[config.mk]
export PLATFORM = sky130hd
export DESIGN_NAME = sbscd_top
export DESIGN_NICKNAME = d
export VERILOG_FILES = /design/src/core/sbscd_pkg.sv /design/src/core/sbscd_fmt_bank.sv /design/src/core/sbscd_top.sv
export SDC_FILE = /design/constraint.sdc
export NUM_CORES = 1
export LEC_CHECK = 0
export BUFFER_PORTS_ARGS = -buffer_cell sky130_fd_sc_hd__buf_2
export CORE_UTILIZATION = 35
export CTS_BUF_LIST = sky130_fd_sc_hd__clkbuf_8
export CTS_CLUSTER_SIZE = 20
export DETAILED_ROUTE_END_ITERATION = 8
export PLACE_DENSITY = 0.55
export SYNTH_ARGS = -nofsm -noshare
export SYNTH_HDL_FRONTEND = slang
export SYNTH_SLANG_ARGS = --single-unit
[constraint.sdc]
create_clock -name MCLK -period 4.1 [get_ports MCLK]
set_clock_uncertainty 0.1 [all_clocks]
set_input_delay 0.205 -clock MCLK [delete_from_list [all_inputs] [get_ports MCLK]]
set_output_delay 0.205 -clock MCLK [all_outputs]
set_load 0.005 [all_outputs]
[src/core/sbscd_pkg.sv]
// constants and types shared by the sensor bus slave command decoder
package sbscd_pkg;

    // command codes carried in the 4-bit command field
    localparam logic [3:0] CODE_INIT = 4'h0;
    localparam logic [3:0] CODE_REV_INIT = 4'hF;
    localparam logic [3:0] CODE_CLEAR = 4'h7;
    localparam logic [3:0] CODE_FORMAT = 4'hA;

    // address field value that reaches every slave
    localparam logic [3:0] GLOBAL_ADDR = 4'h0;

    // bit positions inside the 8-bit command data field
    localparam int NIB_HI = 3;
    localparam int NIB_LO = 0;
    localparam int INIT_SWITCH_BIT = 6;
    localparam int FMT_RW_BIT = 7;
    localparam int FMT_IDX_HI = 6;
    localparam int FMT_IDX_LO = 4;

    // format register indices
    localparam logic [2:0] IDX_TAPS_LO = 3'h0;
    localparam logic [2:0] IDX_TAPS_HI = 3'h1;
    localparam logic [2:0] IDX_SEED_LO = 3'h2;
    localparam logic [2:0] IDX_SEED_HI = 3'h3;
    localparam logic [2:0] IDX_CHECK_LEN = 3'h4;
    localparam logic [2:0] IDX_SHORT_LEN = 3'h5;
    localparam logic [2:0] IDX_RESERVED = 3'h6;
    localparam logic [2:0] IDX_SELECT = 3'h7;
    localparam int FMT_REGS = 8;

    // standard-format values loaded at reset and on clear
    localparam logic [3:0] RST_TAPS_LO = 4'h1;
    localparam logic [3:0] RST_TAPS_HI = 4'h1;
    localparam logic [3:0] RST_SEED_LO = 4'hA;
    localparam logic [3:0] RST_SEED_HI = 4'h0;
    localparam logic [3:0] RST_CHECK_LEN = 4'h4;
    localparam logic [3:0] RST_SHORT_LEN = 4'h8;
    localparam logic [3:0] RST_RESERVED = 4'h0;
    localparam logic [3:0] RST_SELECT = 4'h0;

    // legal ranges and selection codes
    localparam logic [3:0] CHECK_LEN_MAX = 4'h8;
    localparam logic [3:0] SHORT_LEN_MIN = 4'h8;
    localparam logic [3:0] SEL_CUSTOM = 4'hF;
    localparam logic [3:0] SEL_STANDARD = 4'h0;

    // clock edges after reset release before the strap is taken
    localparam logic [1:0] STRAP_WAIT = 2'h2;

    typedef enum logic [1:0] {
        ST_STRAP = 2'b00,
        ST_WAIT_INIT = 2'b01,
        ST_ACTIVE = 2'b10
    } sbscd_state_t;

endpackage

[src/core/sbscd_fmt_bank.sv]
// format control register bank with range checks and selection guard
`timescale 1ns/1ps
module sbscd_fmt_bank (
    // clock and reset
    input wire logic clk,
    input wire logic rst_n,
    // access
    input wire logic clr_i,
    input wire logic wr_i,
    input wire logic [2:0] idx_i,
    input wire logic [3:0] wdata_i,
    output logic [3:0] rdata_o,
    // values in force
    output logic custom_o,
    output logic [7:0] taps_o,
    output logic [7:0] seed_o,
    output logic [3:0] check_len_o,
    output logic [3:0] short_len_o
);

    logic [3:0] fmt_q [sbscd_pkg::FMT_REGS];

    function automatic logic [3:0] fmt_reset(input logic [2:0] idx);
        case (idx)
            sbscd_pkg::IDX_TAPS_LO: fmt_reset = sbscd_pkg::RST_TAPS_LO;
            sbscd_pkg::IDX_TAPS_HI: fmt_reset = sbscd_pkg::RST_TAPS_HI;
            sbscd_pkg::IDX_SEED_LO: fmt_reset = sbscd_pkg::RST_SEED_LO;
            sbscd_pkg::IDX_SEED_HI: fmt_reset = sbscd_pkg::RST_SEED_HI;
            sbscd_pkg::IDX_CHECK_LEN: fmt_reset = sbscd_pkg::RST_CHECK_LEN;
            sbscd_pkg::IDX_SHORT_LEN: fmt_reset = sbscd_pkg::RST_SHORT_LEN;
            sbscd_pkg::IDX_RESERVED: fmt_reset = sbscd_pkg::RST_RESERVED;
            default: fmt_reset = sbscd_pkg::RST_SELECT;
        endcase
    endfunction

    // value a register holds after a write of w
    function automatic logic [3:0] fmt_after(input logic [2:0] idx, input logic [3:0] cur, input logic [3:0] w);
        case (idx)
            sbscd_pkg::IDX_CHECK_LEN: fmt_after = (w > sbscd_pkg::CHECK_LEN_MAX) ? cur : w;
            sbscd_pkg::IDX_SHORT_LEN: fmt_after = (w < sbscd_pkg::SHORT_LEN_MIN) ? cur : w;
            sbscd_pkg::IDX_RESERVED: fmt_after = sbscd_pkg::RST_RESERVED;
            sbscd_pkg::IDX_SELECT: begin
                // only all-ones or all-zeros moves the selection
                if (w == sbscd_pkg::SEL_CUSTOM || w == sbscd_pkg::SEL_STANDARD) begin
                    fmt_after = w;
                end else begin
                    fmt_after = cur;
                end
            end
            default: fmt_after = w;
        endcase
    endfunction

    assign rdata_o = wr_i ? fmt_after(idx_i, fmt_q[idx_i], wdata_i) : fmt_q[idx_i];

    genvar gi;
    generate
        for (gi = 0; gi < sbscd_pkg::FMT_REGS; gi++) begin : g_reg
            always_ff @(posedge clk or negedge rst_n) begin
                if (!rst_n) begin
                    fmt_q[gi] <= fmt_reset(3'(gi));
                end else if (clr_i) begin
                    fmt_q[gi] <= fmt_reset(3'(gi));
                end else if (wr_i && idx_i == 3'(gi)) begin
                    fmt_q[gi] <= fmt_after(3'(gi), fmt_q[gi], wdata_i);
                end
            end
        end
    endgenerate

    // register contents apply only while the selection is all ones
    always_ff @(posedge clk or negedge rst_n) begin
        if (!rst_n) begin
            custom_o <= 1'b0;
            taps_o <= {sbscd_pkg::RST_TAPS_HI, sbscd_pkg::RST_TAPS_LO};
            seed_o <= {sbscd_pkg::RST_SEED_HI, sbscd_pkg::RST_SEED_LO};
            check_len_o <= sbscd_pkg::RST_CHECK_LEN;
            short_len_o <= sbscd_pkg::RST_SHORT_LEN;
        end else if (fmt_q[sbscd_pkg::IDX_SELECT] == sbscd_pkg::SEL_CUSTOM) begin
            custom_o <= 1'b1;
            taps_o <= {fmt_q[sbscd_pkg::IDX_TAPS_HI], fmt_q[sbscd_pkg::IDX_TAPS_LO]};
            seed_o <= {fmt_q[sbscd_pkg::IDX_SEED_HI], fmt_q[sbscd_pkg::IDX_SEED_LO]};
            check_len_o <= fmt_q[sbscd_pkg::IDX_CHECK_LEN];
            short_len_o <= fmt_q[sbscd_pkg::IDX_SHORT_LEN];
        end else begin
            custom_o <= 1'b0;
            taps_o <= {sbscd_pkg::RST_TAPS_HI, sbscd_pkg::RST_TAPS_LO};
            seed_o <= {sbscd_pkg::RST_SEED_HI, sbscd_pkg::RST_SEED_LO};
            check_len_o <= sbscd_pkg::RST_CHECK_LEN;
            short_len_o <= sbscd_pkg::RST_SHORT_LEN;
        end
    end

endmodule

[src/core/sbscd_top.sv]
// slave command decoder: addressing, initialization, clear and format control
`timescale 1ns/1ps

// Functional notes
// - each slave owns a 4-bit address; address 0 reaches every slave.
// - no response is sent to a globally addressed command, except to an accepted initialization.
// - bus switch is open after power-up until an initialization is accepted.
// - accepted initialization latches the address and sets the switch from close_req.
// - exactly one initialization response echoes the programmed information.
// - pre-programmed slave uses stored address, ignores everything before initialization.
// - code 0000 is initialization, accepted only on the switch input terminal.
// - code 1111 is reverse initialization, accepted only on the switch output terminal.
// - data low nibble is new address, or must match the stored one.
// - data bit 6 requests switch closure, gated by fault checks.
// - clear 0111 returns to power-up state and standard formatting.
// - format command 1010 is long: flag bit 7, index 6..4, data 3..0.
// - flag 1 writes, flag 0 reads; the value goes into the next response.
// - indices: taps, seed, check length, short length, reserved, selection.
// - taps registers are CRC feedback taps, reset to 0001 each.
// - seed registers preload the CRC, reset to 1010 and 0000.
// - check length 0 to 8, reset 4, larger writes ignored.
// - short payload length 8 to 15, reset 8, smaller writes ignored.
// - custom format starts only on a single write of 1111 to selection.
// - standard format returns on a single write of 0000, or on reset or clear.
// - reset or clear leaves all format registers at standard values.
// - a response goes out during the following command frame.
// - frames with a CRC mismatch are discarded without response.
// - long command is data byte, address, command code, CRC in order.
module sbscd_top #(
    parameter bit ENHANCED = 1'b1
) (
    // clock and reset
    input wire logic MCLK,
    input wire logic RSTN,
    // address straps (pins)
    input wire logic PREPROG_STRAP,
    input wire logic [3:0] PREPROG_ADDR,
    // internal fault check result for the bus switch
    input wire logic SWITCH_PERMIT,
    // received command frame from the bit receiver
    input wire logic CMD_VALID,
    input wire logic CMD_LONG,
    input wire logic CMD_CRC_OK,
    input wire logic CMD_AT_OUTPUT,
    input wire logic [7:0] CMD_DATA,
    input wire logic [3:0] CMD_ADDR,
    input wire logic [3:0] CMD_CODE,
    // device-specific response from the application
    input wire logic DEV_RSP_VALID,
    input wire logic [15:0] DEV_RSP_DATA,
    // node state
    output logic SWITCH_CLOSED,
    output logic NODE_ACTIVE,
    output logic [3:0] ASSIGNED_NODE_NUMBER,
    // response for the next frame
    output logic RSP_ARM,
    output logic [15:0] RSP_DATA,
    // device-specific command forwarding
    output logic DEV_CMD_VALID,
    output logic DEV_CMD_GLOBAL,
    output logic DEV_CMD_LONG,
    output logic [7:0] DEV_CMD_DATA,
    output logic [3:0] DEV_CMD_CODE,
    // word format in force
    output logic CUSTOM_FORMAT,
    output logic [7:0] CRC_TAPS,
    output logic [7:0] CRC_SEED,
    output logic [3:0] CHECK_LENGTH,
    output logic [3:0] SHORT_PAYLOAD_LENGTH
);

    sbscd_pkg::sbscd_state_t state_q;
    sbscd_pkg::sbscd_state_t state_d;

    logic [4:0] strap_s1_q;
    logic [4:0] strap_s2_q;
    logic [1:0] strap_cnt_q;
    logic preprog_q;
    logic [3:0] strap_addr_q;
    logic [3:0] node_q;
    logic [3:0] node_d;
    logic active_q;
    logic switch_q;
    logic switch_d;
    logic rsp_arm_q;
    logic rsp_arm_d;
    logic [15:0] rsp_data_q;
    logic [15:0] rsp_data_d;
    logic dev_valid_q;
    logic dev_global_q;
    logic dev_long_q;
    logic [7:0] dev_data_q;
    logic [3:0] dev_code_q;

    logic frame_ok;
    logic is_global;
    logic for_me;
    logic init_code;
    logic init_addr_ok;
    logic init_accept;
    logic clear_accept;
    logic fmt_hit;
    logic fmt_wr;
    logic fmt_rd;
    logic dev_hit;
    logic close_req;
    logic [3:0] fmt_rdata;
    logic [3:0] new_node;
    logic [2:0] fmt_idx;

    // true when the address field selects every slave
    function automatic logic addr_global(input logic [3:0] a);
        addr_global = (a == sbscd_pkg::GLOBAL_ADDR);
    endfunction

    // true when the address field selects this slave or every slave
    function automatic logic addr_hits(input logic [3:0] a, input logic [3:0] own);
        addr_hits = addr_global(a) || (a == own);
    endfunction

    // strap pins pass two flops before anything reads them
    always_ff @(posedge MCLK or negedge RSTN) begin
        if (!RSTN) begin
            strap_s1_q <= 5'h00;
            strap_s2_q <= 5'h00;
        end else begin
            strap_s1_q <= {PREPROG_STRAP, PREPROG_ADDR};
            strap_s2_q <= strap_s1_q;
        end
    end

    // strap is taken once the synchroniser has filled after release
    always_ff @(posedge MCLK or negedge RSTN) begin
        if (!RSTN) begin
            strap_cnt_q <= 2'h0;
            preprog_q <= 1'b0;
            strap_addr_q <= 4'h0;
        end else if (state_q == sbscd_pkg::ST_STRAP) begin
            if (strap_cnt_q == sbscd_pkg::STRAP_WAIT) begin
                preprog_q <= strap_s2_q[4];
                strap_addr_q <= strap_s2_q[3:0];
            end else begin
                strap_cnt_q <= strap_cnt_q + 2'h1;
            end
        end
    end

    // frame decode; bad CRC frames qualify nothing
    assign frame_ok = CMD_VALID && CMD_CRC_OK;
    assign is_global = addr_global(CMD_ADDR);
    assign for_me = addr_hits(CMD_ADDR, node_q);
    assign new_node = CMD_DATA[sbscd_pkg::NIB_HI:sbscd_pkg::NIB_LO];
    assign fmt_idx = CMD_DATA[sbscd_pkg::FMT_IDX_HI:sbscd_pkg::FMT_IDX_LO];

    // each initialization flavour only counts on its own terminal
    assign init_code = (CMD_CODE == sbscd_pkg::CODE_INIT && !CMD_AT_OUTPUT)
        || (CMD_CODE == sbscd_pkg::CODE_REV_INIT && CMD_AT_OUTPUT);

    // pre-programmed: own address and matching nibble; otherwise global
    assign init_addr_ok = preprog_q
        ? (CMD_ADDR == node_q && new_node == node_q)
        : is_global;

    assign init_accept = frame_ok && CMD_LONG && init_code && init_addr_ok
        && state_q == sbscd_pkg::ST_WAIT_INIT;

    assign clear_accept = frame_ok && for_me && CMD_CODE == sbscd_pkg::CODE_CLEAR
        && state_q != sbscd_pkg::ST_STRAP;

    assign fmt_hit = frame_ok && for_me && CMD_LONG && CMD_CODE == sbscd_pkg::CODE_FORMAT
        && state_q == sbscd_pkg::ST_ACTIVE;
    assign fmt_wr = fmt_hit && CMD_DATA[sbscd_pkg::FMT_RW_BIT];
    assign fmt_rd = fmt_hit && !CMD_DATA[sbscd_pkg::FMT_RW_BIT] && !is_global;

    // anything else addressed to an active node belongs to the application
    assign dev_hit = frame_ok && for_me && state_q == sbscd_pkg::ST_ACTIVE
        && CMD_CODE != sbscd_pkg::CODE_FORMAT && CMD_CODE != sbscd_pkg::CODE_CLEAR
        && CMD_CODE != sbscd_pkg::CODE_INIT && CMD_CODE != sbscd_pkg::CODE_REV_INIT;

    // closure request, subject to the fault check in enhanced parts
    assign close_req = ENHANCED
        ? (CMD_DATA[sbscd_pkg::INIT_SWITCH_BIT] && SWITCH_PERMIT)
        : 1'b1;

    // node state machine
    always_comb begin
        state_d = state_q;
        case (state_q)
            sbscd_pkg::ST_STRAP: begin
                if (strap_cnt_q == sbscd_pkg::STRAP_WAIT) begin
                    state_d = sbscd_pkg::ST_WAIT_INIT;
                end
            end
            sbscd_pkg::ST_WAIT_INIT: begin
                if (init_accept) begin
                    state_d = sbscd_pkg::ST_ACTIVE;
                end
            end
            sbscd_pkg::ST_ACTIVE: begin
                if (clear_accept) begin
                    state_d = sbscd_pkg::ST_WAIT_INIT;
                end
            end
            default: state_d = sbscd_pkg::ST_STRAP;
        endcase
    end

    always_ff @(posedge MCLK or negedge RSTN) begin
        if (!RSTN) begin
            state_q <= sbscd_pkg::ST_STRAP;
            active_q <= 1'b0;
        end else begin
            state_q <= state_d;
            active_q <= (state_d == sbscd_pkg::ST_ACTIVE);
        end
    end

    // node address
    always_comb begin
        node_d = node_q;
        if (state_q == sbscd_pkg::ST_STRAP && strap_cnt_q == sbscd_pkg::STRAP_WAIT) begin
            node_d = strap_s2_q[4] ? strap_s2_q[3:0] : sbscd_pkg::GLOBAL_ADDR;
        end else if (clear_accept) begin
            node_d = preprog_q ? strap_addr_q : sbscd_pkg::GLOBAL_ADDR;
        end else if (init_accept) begin
            node_d = new_node;
        end
    end

    always_ff @(posedge MCLK or negedge RSTN) begin
        if (!RSTN) begin
            node_q <= sbscd_pkg::GLOBAL_ADDR;
        end else begin
            node_q <= node_d;
        end
    end

    // bus switch
    always_comb begin
        switch_d = switch_q;
        if (clear_accept) begin
            switch_d = 1'b0;
        end else if (init_accept) begin
            switch_d = close_req;
        end
    end

    always_ff @(posedge MCLK or negedge RSTN) begin
        if (!RSTN) begin
            switch_q <= 1'b0;
        end else begin
            switch_q <= switch_d;
        end
    end

    // response for the next frame; any frame ends the one armed before
    always_comb begin
        rsp_arm_d = rsp_arm_q;
        rsp_data_d = rsp_data_q;
        if (CMD_VALID) begin
            rsp_arm_d = 1'b0;
        end
        if (init_accept) begin
            rsp_arm_d = 1'b1;
            rsp_data_d = {CMD_DATA, new_node, CMD_CODE};
        end else if (fmt_wr && !is_global) begin
            rsp_arm_d = 1'b1;
            rsp_data_d = {8'h00, CMD_DATA[sbscd_pkg::FMT_RW_BIT:sbscd_pkg::FMT_IDX_LO], fmt_rdata};
        end else if (fmt_rd) begin
            rsp_arm_d = 1'b1;
            rsp_data_d = {8'h00, CMD_DATA[sbscd_pkg::FMT_RW_BIT:sbscd_pkg::FMT_IDX_LO], fmt_rdata};
        end else if (DEV_RSP_VALID && state_q == sbscd_pkg::ST_ACTIVE && !clear_accept) begin
            rsp_arm_d = 1'b1;
            rsp_data_d = DEV_RSP_DATA;
        end
        if (clear_accept) begin
            rsp_arm_d = 1'b0;
        end
    end

    always_ff @(posedge MCLK or negedge RSTN) begin
        if (!RSTN) begin
            rsp_arm_q <= 1'b0;
            rsp_data_q <= 16'h0000;
        end else begin
            rsp_arm_q <= rsp_arm_d;
            rsp_data_q <= rsp_data_d;
        end
    end

    // application command forwarding, one-cycle pulse
    always_ff @(posedge MCLK or negedge RSTN) begin
        if (!RSTN) begin
            dev_valid_q <= 1'b0;
            dev_global_q <= 1'b0;
            dev_long_q <= 1'b0;
            dev_data_q <= 8'h00;
            dev_code_q <= 4'h0;
        end else begin
            dev_valid_q <= dev_hit;
            if (dev_hit) begin
                dev_global_q <= is_global;
                dev_long_q <= CMD_LONG;
                dev_data_q <= CMD_DATA;
                dev_code_q <= CMD_CODE;
            end
        end
    end

    sbscd_fmt_bank u_fmt (
        .clk(MCLK),
        .rst_n(RSTN),
        .clr_i(clear_accept),
        .wr_i(fmt_wr),
        .idx_i(fmt_idx),
        .wdata_i(new_node),
        .rdata_o(fmt_rdata),
        .custom_o(CUSTOM_FORMAT),
        .taps_o(CRC_TAPS),
        .seed_o(CRC_SEED),
        .check_len_o(CHECK_LENGTH),
        .short_len_o(SHORT_PAYLOAD_LENGTH)
    );

    assign SWITCH_CLOSED = switch_q;
    assign NODE_ACTIVE = active_q;
    assign ASSIGNED_NODE_NUMBER = node_q;
    assign RSP_ARM = rsp_arm_q;
    assign RSP_DATA = rsp_data_q;
    assign DEV_CMD_VALID = dev_valid_q;
    assign DEV_CMD_GLOBAL = dev_global_q;
    assign DEV_CMD_LONG = dev_long_q;
    assign DEV_CMD_DATA = dev_data_q;
    assign DEV_CMD_CODE = dev_code_q;

endmodule

==> impl_metrics.csv, run 1 <==
group,metric,value,unit
placement,portBuffers,107,
floorplanning,boundaryPins,108,
clock_tree,cts.clk_slew.worst_paths,0.10,ns
floorplanning,fp.coreArea,0.0146,mm²
setup_path,cp.arrival,3.11,ns
synthesis,yosys_warnings,0,
synthesis,synth_top_area_cell,"dfrtp_1",
global_routing,overflow,0,
final_layout,fillers,1433,
floorplanning,die_w,124,µm
clock_tree,cts_setup_buffers,0,
floorplanning,std_cell_rows,44,
sta,rsz0062_at_grt,"no",
floorplanning,die_h,124,µm
synthesis,synthTopCellsByCount,"dfrtp_1 (98), nand2_1 (65), a21oi_1 (33), mux2i_1 (31)",
detailed_routing,wl_per_cell,17.6,µm
synthesis,seq_area_frac_synth,52.7,%
setup_path,worstPathRequired,4.33,ns
final_layout,diodes,0,
sta,worst_slew_pin_slew,1.14,ns
detailed_routing,drt_iter0_drc,136,
final_layout,drive_gt1_share,31.5,%
detailed_routing,ant_nets,0,
detailed_routing,routed_wl,13.5,mm
global_routing,antenna_found_initial,0,
detailed_routing,vias_per_cell,5.20,
clock_tree,htreeDepth,3,
synthesis,netlist_instances,475,
sta,slew_headroom,23.1,%
synthesis,async_flop_share,100,%
hold_path,hold_class,"input port to register",
synthesis,synth.top_cells.by_area,"dfrtp_1 (47%), dfstp_2 (6.0%), mux2i_1 (5.9%), nand2_1 (4.6%), mux2_2 (4.5%)",
placement,place.detailed.hpwl,9.84,mm
clock_tree,numClockSinks,110,
pwr,p_leak,3.01,nW
synthesis,synth_top_area_share,46.7,%
sta,drv_slew,0,
pwr,power,1.92,mW
synthesis,synth.most_common_cell,"dfrtp_1",
synthesis,synth-edff-count,0,
setup_path,crit_path_start,"ASSIGNED_NODE_NUMBER[3]$_DFFE_PN0P_",
placement,gp_congestion,0.829,
sta,fmax,347,MHz
sta,hold_viol_final,0,
sta,holdWs,0.0224,ns
hold_path,min_from,"DEV_RSP_DATA[10]",
global_routing,grt_pass1_vias,4091,
pwr,peakVddDrop,0.184,mV
pwr,cellPowerDensity,311,mW/mm²
global_routing,grt_pass1_wl,22.4,mm
setup_path,worstSetupPathType,"register to register",
sta,period_share,70.2,%
clock_tree,cts-root-buf,"clkbuf_8",
floorplanning,die_area,0.0155,mm²
synthesis,synth_ff_type,"dfrtp_1",
sta,min_period,2.88,ns
floorplanning,start_util,36.0,%
final_layout,fin_area,0.00617,mm²
setup_path,startpoint_type,"register",
setup_path,critPathCaptureType,"register",
placement,dpl_cell_area,0.00589,mm²
synthesis,synth_cell_types,65,
sta,setup_viol,0,
detailed_routing,dr.pass1.iters,5,
setup_path,r2r-start,"ASSIGNED_NODE_NUMBER[3]$_DFFE_PN0P_",
clock_tree,cts_made_buffers,9,
synthesis,syn_area_per_cell,11.1,µm²
clock_tree,postCtsResizedCells,0,
clock_tree,cts_tree,"yes",
global_routing,grt_use_total,18.5,%
detailed_routing,drc,0,
final_layout,nets,625,
flow_run,drv_cap,0,
global_routing,grt_max_degree,41,
run_status,status,"finished, final reports clean",
detailed_routing,vias,3993,
clock_tree,cts.path.max_buffers,2,
synthesis,ys_ff_latch,110,
sta,fin_setup_tns,0,ns
setup_path,path_max_fanout,12,
synthesis,synth_nets,521,
synthesis,synth_area,0.00525,mm²
final_layout,area_delta_synth_final,17.5,%
clock_tree,clk_latency,0.40,ns
[where the power goes]
group          switching [mW]  leakage [nW]  internal, mW
sequential             0.0193          1.45          1.11
combinational           0.106          1.47        0.0652
clock                   0.381        0.0928         0.237
[worst max-delay path: stages, from the launching register on]
cell and delay, ns:
dfrtp_1 0.46, xnor2_1 0.31, and4_2 0.32, a41oi_4 0.16, nor4_2 0.96, nand2_1 0.27
a31oi_1 0.22
[registers in the layout (all words and copies together) (netlist names), 5 cells and up]
signal        count
DEV_CMD_DATA      8
RSP_DATA         16
strap_s1_q        5
strap_s2_q        5
u_fmt.fmt_q      28
u_fmt.seed_o      8
u_fmt.taps_o      8
[metal layers]
metal,vias up,global-route usage [%],wire length (µm)
met5,-,0,0
met4,0,5.39,236
met3,18,5.03,725
met2,95,30.3,6760
met1,1983,23.9,5820
li1,1897,-,-
[layout make-up]
type / count / area, µm² / area share, %
Sequential cell: 110 / 2770 / 44.9
Clock inverter: 6 / 38.8 / 0.629
Tap cell: 184 / 230 / 3.73
Timing Repair Buffer: 120 / 661 / 10.7
Multi-Input combinational cell: 331 / 2310 / 37.4
Inverter: 7 / 26.3 / 0.426
Clock buffer: 10 / 138 / 2.23
[kinds of logic after synthesis]
logic type / synth area share (%)
compound gates: 12.4
xor+xnor: 1.84
fa+ha+maj: 0.238
buf+inv: 3.43
flops: 52.7
mux: 11.3
simple gates: 18.0
[cells in the final DEF, fill, tap and decap left out, types with 8 or more instances in the layout]
master         count
buf_2            106
dfrtp_1           98
nand2_1           65
a21oi_1           33
mux2i_1           31
and2_1            21
mux2_2            21
nor2_1            19
o21ai_0           15
nand3_1           13
dfstp_2           12
clkbuf_8          10
dlygate4sd3_1     10
nor3_1             9
inv_1              9
nand2b_1           8
[final timing paths]
kind	endpoint	slack (ns)	cells after the start
hold reg to reg	strap_s2_q[1]$_DFF_PN0_	0.26	0
max in group asynchronous	u_fmt.fmt_q[23]$_DFFE_PN1P_	2.84	3
hold / removal	RSP_DATA[10]$_DFFE_PN0P_	0.02	3
setup reg to reg	ASSIGNED_NODE_NUMBER[2]$_DFFE_PN0P_	1.22	6
min in group asynchronous	DEV_CMD_DATA[4]$_DFFE_PN0P_	0.18	2
setup / recovery	ASSIGNED_NODE_NUMBER[2]$_DFFE_PN0P_	1.22	6
[stage by stage]
step	util (%)	std cells	setup WS, ns
3_3_place_gp	40.4	742	1.41
2_1_floorplan	-	475	1.91
3_5_place_dp	40.4	742	1.22
5_1_grt	42.3	768	1.01
6_report	42.3	768	1.22
4_1_cts	42.3	768	1.19
[repair_timing]
item,in CTS,in global routing
hold buffers,10,0
setup endpoints to repair,0,0
hold endpoints to repair,43,0
Note: power is estimated with default switching activity, not from simulation.
==> run 2: changes to the inputs <==
- clock period: 4.1 -> 2.9 ns (I/O delays scaled with it)
==> run 2 against run 1 <==
  * Clock power grew 50%
  * Register-to-register slack lost 0.94 ns
  * Worst hold slack lost 0.0097 ns
  * Flip-flop and latch count is the same
  * Clock-buffer cell count grew 1
  * Sequential power grew 41%
  * Largest power group unchanged
==> impl_metrics.csv, run 2 (synthesis gave the netlist of run 1 again) <==
group,metric,value,unit
detailed_routing,drt_iter0_drc,213,
setup_path,r2r-start,"ASSIGNED_NODE_NUMBER[3]$_DFFE_PN0P_",
final_layout,diodes,0,
clock_tree,cts-root-buf,"clkbuf_8",
placement,gp_congestion,0.867,
setup_path,rrSetupSlack,0.28,ns
pwr,p_leak,3.13,nW
sta,rsz0062_at_grt,"no",
final_layout,largest_reg_flops,28,
floorplanning,fp.coreArea,0.0146,mm²
sta,fmax,382,MHz
final_layout,top_register,"u_fmt.fmt_q",
clock_tree,clk_latency,0.40,ns
pwr,p_comb_share,9.5,%
setup_path,worstSetupPathType,"register to register",
setup_path,r2r_end,"RSP_DATA[15]$_DFFE_PN0P_",
detailed_routing,drc,0,
run_status,status,"finished, final reports clean",
pwr,power.switching,738,µW
sta,period_share,90.4,%
clock_tree,postCtsResizedCells,0,
pwr,seq_power_share,57.3,%
setup_path,setup.worst_path.end,"RSP_DATA[15]$_DFFE_PN0P_",
pwr,internal-power,2.04,mW
pwr,p_clk_share,33.3,%
clock_tree,htreeDepth,3,
detailed_routing,dr.pass1.iters,4,
global_routing,grt_pass1_vias,4185,
global_routing,overflow,0,
global_routing,grt_max_degree,111,
setup_path,reg2reg_depth,6,
sta,drv_slew,0,
clock_tree,cts.path.max_buffers,2,
global_routing,antenna_found_initial,0,
detailed_routing,ant_nets,0,
global_routing,grt_pass1_wl,23.0,mm
sta,worst_slew_pin_slew,0.967,ns
floorplanning,die_h,124,µm
clock_tree,cts.clk_slew.worst_paths,0.11,ns
sta,hold_viol_final,0,
clock_tree,cts_made_buffers,9,
floorplanning,start_util,36.0,%
floorplanning,die_w,124,µm
final_layout,area_delta_synth_final,22.4,%
final_layout,drive_gt1_share,32.2,%
detailed_routing,vias_per_cell,5.21,
detailed_routing,routed_wl,14.2,mm
pwr,power,2.78,mW
setup_path,critPathCaptureType,"register",
setup_path,startpoint_type,"register",
setup_path,path_max_fanout,8,
clock_tree,numClockSinks,110,
floorplanning,std_cell_rows,44,
placement,portBuffers,107,
floorplanning,die_area,0.0155,mm²
placement,place.detailed.hpwl,9.78,mm
pwr,peakVddDrop,0.339,mV
setup_path,cp.arrival,2.85,ns
pwr,cellPowerDensity,433,mW/mm²
flow_run,drv_cap,0,
global_routing,grt_use_total,19.0,%
clock_tree,cts_tree,"yes",
placement,dp_slack,0.226,ns
setup_path,worstPathRequired,3.13,ns
final_layout,finish.utilization,44.0,%
hold_path,hold_class,"input port to register",
final_layout,nets,650,
sta,fin_ws,0.280,ns
setup_path,crit_path_start,"ASSIGNED_NODE_NUMBER[3]$_DFFE_PN0P_",
detailed_routing,vias,4130,
final_layout,layout_commonest_cell,"buf_2",
final_layout,final_cell_mix,"buf_2 (106), dfrtp_1 (98), nand2_1 (65)",
sta,min_period,2.62,ns
floorplanning,boundaryPins,108,
detailed_routing,wl_per_cell,17.9,µm
sta,setup_viol,0,
sta,fin_setup_tns,0,ns
sta,slew_headroom,34.9,%
pwr,sw_frac_of_total,26.5,%
[run 2: cell types whose count changed in the layout (fill, tap and decap cells not counted)]
cell,before,now
clkinv_4,0,1
clkbuf_8,10,11
dlygate4sd3_1,10,25
clkinv_2,1,0
clkinvlp_4,2,3
buf_4,4,13
buf_12,0,1
inv_1,9,7
[run 2: power groups by stage]
stage	registers (mW)	logic, mW	clock network [mW]
global placement	1.62	0.236	0
global route	1.60	0.290	1.01
finish	1.59	0.263	0.925
detailed placement	1.62	0.239	0
CTS	1.59	0.265	0.954
floorplan	1.62	0.118	0
[run 2: layout make-up]
type                            count  area [µm²]
Clock buffer                       11         151
Clock inverter                      5        42.5
Fill cell                        1420        8170
Inverter                            7        26.3
Multi-Input combinational cell    331        2310
Sequential cell                   110        2770
Tap cell                          184         230
Timing Repair Buffer              145         898
[run 2: worst max-delay path: stages (launching register included)]
cell	delay, ns
dfrtp_1	0.45
xnor2_1	0.28
a41oi_2	0.32
o21ai_2	0.44
mux2i_1	0.13
o31ai_1	0.23
dlygate4sd3_1	0.59
[run 2: layer usage]
metal | GRT usage [%] | vias to the layer above | wire length, µm
met5 | 0 | - | 0
met4 | 6.31 | 0 | 222
met3 | 4.34 | 14 | 596
met2 | 30.9 | 98 | 6940
met1 | 24.9 | 2076 | 6440
li1 | - | 1942 | -
[run 2: how the worst min path moves through the flow]
stage / from / end / slack, ns / depth (start not counted)
3_3_place_gp: PREPROG_ADDR[1] / strap_s1_q[1]$_DFF_PN0_ / 0.15 / 1
5_1_grt: CMD_VALID / RSP_ARM$_DFFE_PN0P_ / 0.02 / 3
3_5_place_dp: PREPROG_ADDR[0] / strap_s1_q[0]$_DFF_PN0_ / 0.15 / 1
6_report: CMD_VALID / RSP_ARM$_DFFE_PN0P_ / 0.01 / 3
4_1_cts: CMD_VALID / RSP_ARM$_DFFE_PN0P_ / 0.00003 / 3
2_1_floorplan: RSTN / ASSIGNED_NODE_NUMBER[0]$_DFFE_PN0P_ / -0.25 / 0
[run 2: metrics by stage]
stage          area, µm²  hold slack (ns)  instances
4_1_cts             6400        0.0000333        790
2_1_floorplan       5250           -0.251        475
3_3_place_gp        5960            0.154        749
6_report            6420           0.0127        793
3_5_place_dp        5960            0.154        749
5_1_grt             6420           0.0193        793
[run 2: timing repair]
action | 4_1_cts | 5_1_grt
setup buffers | 0 | 3
endpoints found under the hold margin | 121 | 0
hold buffers | 25 | 0
setup endpoints to repair | 0 | 2
